$ cat src/rtl/io_diag_params.svh
// constants for the discrete I/O fault diagnostics block
// assumes a single 125 MHz system clock
`ifndef IO_DIAG_PARAMS_SVH
`define IO_DIAG_PARAMS_SVH

// clock rate and lamp flash half period
`define DIAG_CLK_KHZ        125000
`define DIAG_FLASH_HALF_MS  200
`define DIAG_FLASH_CYCLES   (`DIAG_FLASH_HALF_MS * `DIAG_CLK_KHZ)

// preactuator valid-operation thresholds, millivolts
`define DIAG_THR24_MV       16'h4650
`define DIAG_THR48_MV       16'h8ca0

// channel grouping
`define DIAG_GRP_CH         8
`define DIAG_MON_CH         16

// module status word fields
`define DIAG_ST_EXT_VOLT    0
`define DIAG_ST_TERM_BLOCK  1
`define DIAG_ST_TRIP        2
`define DIAG_ST_CH_FAULT    3
`define DIAG_ST_INTERNAL    4
`define DIAG_ST_COMM        5
`define DIAG_ST_W           8
`define DIAG_ST_RESET       8'h00

`endif

$ cat src/rtl/io_diag_pkg.sv
// types for the discrete I/O fault diagnostics block
// assumes nothing beyond the params header
package io_diag_pkg;

  // kind of channels the module carries
  typedef enum logic [1:0] {
    KIND_INPUT      = 2'b00,
    KIND_TRANSISTOR = 2'b01,
    KIND_RELAY      = 2'b10
  } io_kind_t;

endpackage : io_diag_pkg

$ cat src/rtl/io_diag.sv
// fault detection and lamp drive of a discrete I/O module
// assumes supply comparators, short sensors, fuse and terminal block
// sense arrive as asynchronous pins; bus-side inputs share CLK_SYS_I
//
// Behaviour
// [RQ1] bus dialog fault flashes the error lamp and sets module fault bit
// [RQ2] internal fault lights error lamp steadily and turns running lamp off
// [RQ3] low sensor or preactuator supply lights I/O lamp, raises voltage flag
// [RQ4] terminal block: one monitor; connector: one monitor per 16 channels
// [RQ5] supply fault puts every channel of that monitor's scope in fault
// [RQ6] missing terminal block flashes I/O lamp and raises block fault
// [RQ7] connector variants sense no connector; supply monitor covers it
// [RQ8] short or overload trips the output, flashes its lamp, lights I/O
// [RQ9] short flag per tripped channel, trip flag per channel group
// [RQ10] tripped channel sets its fault bit and a module status bit
// [RQ11] low sensor supply on inputs sets channel and module fault bits
// [RQ12] preactuator valid only above 18 V on 24 V, 36 V on 48 V rails
// [RQ13] low preactuator supply forces outputs to 0 and sets fault bits
// [RQ14] blown fuse lights I/O lamp and sets that channel's fault bit
// [RQ15] relay and triac variants never raise the output voltage fault
// [RQ16] re-enabling after a trip is done per group of 8 channels
// [RQ17] flashing shares one divided rate; flags hold while cause persists
// [RQ18] a steady lamp request overrides a flashing one
`include "io_diag_params.svh"

module io_diag #(
  parameter int                  NUM_CH     = 32,
  parameter bit                  CONNECTOR  = 1'b1,
  parameter bit                  FUSED      = 1'b0,
  parameter io_diag_pkg::io_kind_t KIND     = io_diag_pkg::KIND_TRANSISTOR,
  parameter int                  FLASH_CYC  = `DIAG_FLASH_CYCLES,
  parameter int                  NGRP       = NUM_CH / `DIAG_GRP_CH,
  parameter int                  NMON       = CONNECTOR ?
                                              NUM_CH / `DIAG_MON_CH : 1
) (
  // clock and reset
  input  wire logic              CLK_SYS_I,
  input  wire logic              RST_B_I,
  // bus side, same clock
  input  wire logic              COMM_FAULT_I,
  input  wire logic              INT_FAULT_I,
  input  wire logic              RAIL48_I,
  input  wire logic [NUM_CH-1:0] OUT_CMD_I,
  input  wire logic [NGRP-1:0]   REARM_I,
  // pins, asynchronous
  input  wire logic [NMON-1:0]   SUPPLY_ABOVE_I,
  input  wire logic              TB_PRESENT_I,
  input  wire logic [NUM_CH-1:0] SHORT_I,
  input  wire logic [NUM_CH-1:0] FUSE_BLOWN_I,
  // outputs and comparator threshold
  output logic      [NUM_CH-1:0] OUT_O,
  output logic      [15:0]       THRESH_MV_O,
  // lamps
  output logic                   LED_ERR_O,
  output logic                   LED_RUN_O,
  output logic                   LED_IO_O,
  output logic      [NUM_CH-1:0] LED_CH_O,
  // fault flags and status words
  output logic                   MOD_FAULT_O,
  output logic                   EXT_VOLT_FLT_O,
  output logic                   TB_FLT_O,
  output logic      [NUM_CH-1:0] SHORT_FLT_O,
  output logic      [NGRP-1:0]   TRIP_O,
  output logic      [NUM_CH-1:0] CH_FAULT_O,
  output logic [`DIAG_ST_W-1:0]  MOD_STATUS_O
);

  localparam int PW = NMON + 1 + 2 * NUM_CH;
  localparam bit MONITORED = (KIND != io_diag_pkg::KIND_RELAY);

  // monitor that supplies a channel
  function automatic int mon_of(input int ch);
    mon_of = CONNECTOR ? ch / `DIAG_MON_CH : 0;
  endfunction : mon_of

  //////////////////////////////////////////////////////////////////////////
  // pin synchronisers
  logic [PW-1:0] pin_m_q;
  logic [PW-1:0] pin_s_q;

  always_ff @(posedge CLK_SYS_I) begin
    if (!RST_B_I) begin
      pin_m_q <= '0;
      pin_s_q <= '0;
    end else begin
      pin_m_q <= {SUPPLY_ABOVE_I, TB_PRESENT_I, SHORT_I, FUSE_BLOWN_I};
      pin_s_q <= pin_m_q;
    end
  end

  logic [NMON-1:0]   sup_ok_s;
  logic              tb_in_s;
  logic [NUM_CH-1:0] short_s;
  logic [NUM_CH-1:0] fuse_s;
  assign {sup_ok_s, tb_in_s, short_s, fuse_s} = pin_s_q;

  //////////////////////////////////////////////////////////////////////////
  // common flash rate
  logic [31:0] flash_cnt_q;
  logic        flash_q;

  always_ff @(posedge CLK_SYS_I) begin
    if (!RST_B_I) begin
      flash_cnt_q <= 32'h0;
      flash_q     <= 1'b0;
    end else if (flash_cnt_q == 32'(FLASH_CYC - 1)) begin
      flash_cnt_q <= 32'h0; // RQ17
      flash_q     <= ~flash_q;
    end else begin
      flash_cnt_q <= flash_cnt_q + 32'h1;
    end
  end

  //////////////////////////////////////////////////////////////////////////
  // fault derivation
  logic [NMON-1:0]   mon_bad;
  logic [NUM_CH-1:0] ch_sup_bad;
  logic [NUM_CH-1:0] fuse_bad;
  logic [NUM_CH-1:0] tripped_q;
  logic [NUM_CH-1:0] tripped_d;
  logic [NUM_CH-1:0] rearm_ch;
  logic [NGRP-1:0]   grp_trip;
  logic              ext_flt;
  logic              tb_flt;
  logic              io_steady;

  // supply pins of unmonitored variants are ignored
  assign mon_bad  = MONITORED ? ~sup_ok_s : '0; // RQ15
  assign ext_flt  = |mon_bad; // RQ3
  assign tb_flt   = !CONNECTOR && !tb_in_s; // RQ6 RQ7
  assign fuse_bad = FUSED ? fuse_s : '0; // RQ14

  for (genvar c = 0; c < NUM_CH; c++) begin : g_ch
    assign ch_sup_bad[c] = mon_bad[mon_of(c)]; // RQ4 RQ5
    assign rearm_ch[c]   = REARM_I[c / `DIAG_GRP_CH]; // RQ16
  end

  for (genvar g = 0; g < NGRP; g++) begin : g_grp
    assign grp_trip[g] =
      |tripped_q[g*`DIAG_GRP_CH +: `DIAG_GRP_CH]; // RQ9
  end

  // a short in the rearm cycle keeps the channel tripped
  assign tripped_d = (KIND == io_diag_pkg::KIND_TRANSISTOR) ?
                     ((tripped_q & ~rearm_ch) | short_s) : '0; // RQ8 RQ16

  always_ff @(posedge CLK_SYS_I) begin
    if (!RST_B_I) begin
      tripped_q <= '0;
    end else begin
      tripped_q <= tripped_d;
    end
  end

  assign io_steady = ext_flt || (|tripped_q) || (|fuse_bad);

  //////////////////////////////////////////////////////////////////////////
  // output drive and threshold select
  always_ff @(posedge CLK_SYS_I) begin
    if (!RST_B_I) begin
      OUT_O       <= '0;
      THRESH_MV_O <= `DIAG_THR24_MV;
    end else begin
      OUT_O       <= (KIND == io_diag_pkg::KIND_INPUT) ? '0 :
                     OUT_CMD_I & ~tripped_q & ~ch_sup_bad; // RQ8 RQ13
      THRESH_MV_O <= RAIL48_I ? `DIAG_THR48_MV : `DIAG_THR24_MV; // RQ12
    end
  end

  //////////////////////////////////////////////////////////////////////////
  // lamps
  always_ff @(posedge CLK_SYS_I) begin
    if (!RST_B_I) begin
      LED_ERR_O <= 1'b0;
      LED_RUN_O <= 1'b0;
      LED_IO_O  <= 1'b0;
      LED_CH_O  <= '0;
    end else begin
      LED_ERR_O <= INT_FAULT_I || (COMM_FAULT_I && flash_q); // RQ1 RQ2 RQ18
      LED_RUN_O <= !INT_FAULT_I; // RQ2
      LED_IO_O  <= io_steady || (tb_flt && flash_q); // RQ3 RQ6 RQ18
      LED_CH_O  <= (tripped_q & {NUM_CH{flash_q}}) |
                   (~tripped_q & OUT_CMD_I & ~ch_sup_bad); // RQ8
    end
  end

  //////////////////////////////////////////////////////////////////////////
  // flags and status words
  always_ff @(posedge CLK_SYS_I) begin
    if (!RST_B_I) begin
      MOD_FAULT_O    <= 1'b0;
      EXT_VOLT_FLT_O <= 1'b0;
      TB_FLT_O       <= 1'b0;
      SHORT_FLT_O    <= '0;
      TRIP_O         <= '0;
      CH_FAULT_O     <= '0;
      MOD_STATUS_O   <= `DIAG_ST_RESET;
    end else begin
      MOD_FAULT_O    <= COMM_FAULT_I || INT_FAULT_I; // RQ1
      EXT_VOLT_FLT_O <= ext_flt; // RQ3 RQ17
      TB_FLT_O       <= tb_flt; // RQ6
      SHORT_FLT_O    <= tripped_q; // RQ9
      TRIP_O         <= grp_trip; // RQ9
      CH_FAULT_O     <= tripped_q | ch_sup_bad | fuse_bad; // RQ10 RQ11 RQ13
      MOD_STATUS_O   <= '0;
      MOD_STATUS_O[`DIAG_ST_EXT_VOLT]   <= ext_flt; // RQ11 RQ13
      MOD_STATUS_O[`DIAG_ST_TERM_BLOCK] <= tb_flt;
      MOD_STATUS_O[`DIAG_ST_TRIP]       <= |tripped_q;
      MOD_STATUS_O[`DIAG_ST_CH_FAULT]   <=
        |(tripped_q | ch_sup_bad | fuse_bad); // RQ10
      MOD_STATUS_O[`DIAG_ST_INTERNAL]   <= INT_FAULT_I;
      MOD_STATUS_O[`DIAG_ST_COMM]       <= COMM_FAULT_I;
    end
  end
endmodule : io_diag

$ cat config.mk
export PLATFORM = sky130hd
export DESIGN_NAME = io_diag
export DESIGN_NICKNAME = d
export VERILOG_FILES = /design/src/rtl/io_diag_pkg.sv /design/src/rtl/io_diag.sv
export VERILOG_INCLUDE_DIRS = /design/src /design/src/rtl
export SDC_FILE = /design/constraint.sdc
export NUM_CORES = 1
export LEC_CHECK = 0
export BUFFER_PORTS_ARGS = -buffer_cell sky130_fd_sc_hd__clkbuf_2
export CAP_MARGIN = 20
export CORE_MARGIN = 4
export CORE_UTILIZATION = 50
export DETAILED_ROUTE_END_ITERATION = 8
export PLACE_DENSITY = 0.79
export SLEW_MARGIN = 5
export SYNTH_ARGS = -nofsm -noshare
export SYNTH_HDL_FRONTEND = slang
export SYNTH_SLANG_ARGS = --single-unit
$ cat constraint.sdc
create_clock -name CLK_SYS_I -period 2.6 [get_ports CLK_SYS_I]
set_input_delay 0.13 -clock CLK_SYS_I [delete_from_list [all_inputs] [get_ports CLK_SYS_I]]
set_output_delay 0.13 -clock CLK_SYS_I [all_outputs]
set_load 0.005 [all_outputs]
# Yosys cells after proc, flatten, opt, wreduce, memory -nomap -nowiden
# Index checks and enable logic that the tools add are counted.
dict set report word_totals {
  register_bits 360
  latch_bits 0
  ram_bits 0
  romBits 0
  in_bits 108
  output_inout_bits 162
  word_cells 47
  mem_count 0
}
dict set report classes {
  n_addsub 1
  mul 0
  div_mod_pow 0
  magnitude_cmp 0
  n_eq_ne 1
  shift 0
  n_mux 1
  bitwise 13
  n_reduce_logical 13
}
# op count
set op_table {}
lappend op_table {{32-bit bitwise AND} 4}
lappend op_table {{32-bit inverter} 3}
lappend op_table {{32-bit OR} 3}
lappend op_table {{32-bit OR reduction} 2}
lappend op_table {{32-bit by 1-bit adder with 32-bit output, second input constant} 1}
lappend op_table {{32-bit by 25-bit == test with 1-bit output, second input constant} 1}
lappend op_table {{8-bit OR reduction} 4}
lappend op_table {{16-bit two-way mux} 1}
lappend op_table {{2-bit OR reduction} 2}
lappend op_table {{1-bit logical OR} 3}
lappend op_table {{1-bit inverter} 2}
lappend op_table {{2-bit inverter} 1}
lappend op_table {{1-bit logical AND} 1}
lappend op_table {{1-bit logical NOT} 1}

# Longest topological paths before layout
dict set report logic_depth {
  word_depth 4
  ltp_mapped 6
}

# Worst setup path before layout
# No wires, ideal clock.
dict set report synth_path {
  path_kind {reg2reg}
  from {register flash_cnt_q[0]}
  to {register flash_cnt_q[18]}
  setup_ps 70
  arrival_time_ps 1901
  required_time_ps 2530
  slack_ps 629
  path_stages_with_launch 7
  n_path_buf 1
  synth_period_minus_slack_ps 1971
  cell_sequence {dfxtp_1 ha_1 nand3_2 or4_1 buf_2 or3_1 a21oi_1}
}
dict set report synth_between {
  elab_chain_cells 2
}
# element line_no
set synth_lines {}
lappend synth_lines {{from (decl)} io_diag.sv:99} ;# logic [31:0] flash_cnt_q;
lappend synth_lines {{from (signal assigned)} io_diag.sv:110} ;# flash_cnt_q <= flash_cnt_q + 32'h1;
lappend synth_lines {{parallel branches: the longest is 2 deep, another holds 32-bit by 1-bit adder with 32-bit output} n/a}
# Several ways; the timed one is not identified.
# A chain may end at the register's enable or synchronous reset.

# Worst setup path after layout
dict set report layout_path {
  from {register flash_cnt_q[0]}
  to {register flash_cnt_q[24]}
}
# The elaborated chain is that of the path after synthesis.

==> results.txt <==
Critical path launch point type: register
Setup bufs post-CTS: 0
Root buf cell: clkbuf_16
Number of vias per cell: 4.91
Crit share post-route: 0.849
WL/cell: 15.3 um
Core region area: 0.0166 mm2
Hold buffer count at cts: 69
YS warnings: 0
Clock tree from TritonCTS: built
Status: finished clean
Met3 Usage GRT: 0.0508
Number of synthesized flops with an enable pin: 0
Fin Setup TNS: 0 ns
Hold depth: 4
Leak: 5.16 nW
Max Fclk: 453 MHz
Vias in the first global route: 6468
Die span in y: 138 um
RSZ-0062 raised after global routing: false
Hold path endpoint: tripped_q[6]$_SDFF_PN0_
Mean Syn Cell Area: 10.6 um2
Die area: 0.0191 mm2
Gr busiest metal: met2
Setup violators final: 0
R2r worst-path depth: 5
Max VDD drop: 0.000516 V
Worst Setup End Kind: register
Clock Skew: 0.00756 ns
Slew @ Worst Pin: 0.792 ns
Area of the multi-input gates: 0.00255 mm2
H-tree Lvls: 1
Worst Path Required: 3.05 ns
Buffers added on ports: 224
RR Startpoint: flash_cnt_q[0]$_SDFF_PP0_
Worst-path fanout max: 14
Total power: 8.86 mW
Largest net degree at the start of global routing: 70
Synth async-reset ratio: 0
Predominant post-synthesis flop cell: dfxtp_1
First drt pass iteration count: 5
Worst hold start: REARM_I[0]
Hold Fails Final Rpt: 0
Routability cong.: 0.780
WL final: 20.4 mm
Post-route DRC: 0
MaxCap Viol Count: 0
Met1 GRT Util: 0.240
Worst-path clk slew: 0.06 ns
Max-slew violations: 0
CTS Buf Count: 27
DP HPWL: 13.3 mm
Cell Area, Synth: 0.00848 mm2
Starting Density: 0.512
Syn Inst Count: 803
Clock latency on the worst-skew pair: 0.51 ns
Total GRT Usage: 0.206
Initial antenna violation count: 2
HP Class: primary input to register
Flip-flop and latch count after synthesis: 276
Resize count post-CTS: 0
Critical path class: register to register
Longest Clk Path Bufs: 3
Minimum clock period: 2.21 ns
Flip-flop and latch area: 0.00553 mm2
Final hold slack: 0.0490 ns
I/O pin cnt: 270
Worst rel slew slack: 0.467
R2R Setup Slk: 0.39 ns
Final cell count without fillers: 1333
# rows: 47
First-pass GRT wire length: 33.1 mm
Die width: 138 um
Reg2reg end: flash_cnt_q[24]$_SDFF_PP0_
Share of post-route cells with drive strength above 1: 0.257
Met2 Use GR: 0.373
Layout area overhead: 33.7%
Most frequent cells in the layout: 276 x dfxtp_1, 224 x clkbuf_2, 87 x nor2_1
Antenna viol nets, final: 0
Clk sink count: 276
Routed via count: 6550
Arrival @ worst endpoint: 2.66 ns
Nets: 1202
Distinct cells, synth: 37
Most common cell after layout, fill and taps aside: dfxtp_1
Sequential share of the synthesized area: 0.651
Grt total ovfl: 0
Placed cells: 1215
Fill cells: 1241
Drt initial violations: 262
P per Cell Area: 781 mW/mm2
==> report_power, final <==
| part | switching [mW] | leakage [nW] | internal (mW) |
|---|---|---|---|
| logic | 0.232 | 2.46 | 0.252 |
| registers | 0.0687 | 2.26 | 4.38 |
| clock network | 1.53 | 0.437 | 2.39 |
==> worst max path at each step <==
stage,from,endpoint,cells after the start
finish,flash_cnt_q[0]$_SDFF_PP0_,flash_cnt_q[24]$_SDFF_PP0_,5
global route,flash_cnt_q[0]$_SDFF_PP0_,flash_cnt_q[28]$_SDFF_PP0_,5
CTS,flash_cnt_q[0]$_SDFF_PP0_,flash_cnt_q[26]$_SDFF_PP0_,5
detailed placement,flash_cnt_q[0]$_SDFF_PP0_,flash_cnt_q[24]$_SDFF_PP0_,5
global placement,flash_cnt_q[0]$_SDFF_PP0_,flash_cnt_q[28]$_SDFF_PP0_,5
floorplan,flash_cnt_q[0]$_SDFF_PP0_,flash_cnt_q[18]$_SDFF_PP0_,6
==> cell usage after synthesis (all sizes together), types with 6 or more instances <==
cell / number / area, um2
nor3b: 30 / 225
nand3: 10 / 55.1
nand4: 11 / 68.8
o21ai: 6 / 30.0
inv: 41 / 154
a21oi: 81 / 405
and2: 74 / 463
a21o: 33 / 248
buf: 25 / 181
or4: 13 / 101
dfxtp: 276 / 5530
xnor2: 9 / 78.8
nor2: 87 / 327
clkbuf: 31 / 116
o31ai: 10 / 75.1
nand2: 15 / 56.3
nor4: 13 / 81.3
==> worst max-delay path, stage by stage, from the launching register on <==
cell     delay [ns]
dfxtp_1        0.39
ha_1           0.23
nand3_2        0.10
or4_1          0.73
or4_1          0.55
a21oi_1        0.15
==> sequential cells by signal, summed over array words and instances, names as in the netlist <==
name	count
CH_FAULT_O	32
LED_CH_O	32
LED_ERR_O	1
LED_IO_O	1
LED_RUN_O	1
MOD_FAULT_O	1
MOD_STATUS_O	5
OUT_O	32
SHORT_FLT_O	32
THRESH_MV_O	2
TRIP_O	4
flash_cnt_q	32
flash_q	1
pin_m_q	34
pin_s_q	34
tripped_q	32
==> per-stage QoR <==
stage | utilization | area, um2 | worst slack (ns)
after detailed placement | 0.588 | 9750 | 0.415
after floorplan | - | 8520 | 0.629
after CTS | 0.684 | 11300 | 0.399
final | 0.684 | 11300 | 0.393
after global placement | 0.588 | 9750 | 0.469
after global routing | 0.684 | 11300 | 0.256
==> metal layers <==
layer	wire length, um	up-vias
met2	10300	221
met5	0	-
met4	545	0
li1	-	3228
met3	1260	39
met1	8320	3062
==> area by class of cell <==
type | instances | share of cell area
antenna | 2 | 0.000441
clock inverter | 9 | 0.0137
inverter | 41 | 0.0137
sequential | 276 | 0.487
timing repair buffer | 307 | 0.170
multi-input combinational | 440 | 0.225
clock buffer | 38 | 0.0659
tap | 220 | 0.0243
==> cell families (layout without fill, tap and decap cells) <==
group,count (synthesis),in the layout,share of synthesized area
multiplexers,1,1,0.00133
AND/OR/NAND/NOR,278,278,0.183
other,2,14,0.000885
XOR/XNOR,14,14,0.0145
adder cells (fa/ha/maj),1,1,0.00147
flip-flops,276,276,0.651
buffers and inverters,97,395,0.0532
AO/OA/AOI/OAI,134,134,0.0938
Power figures use the tool's default switching activity.
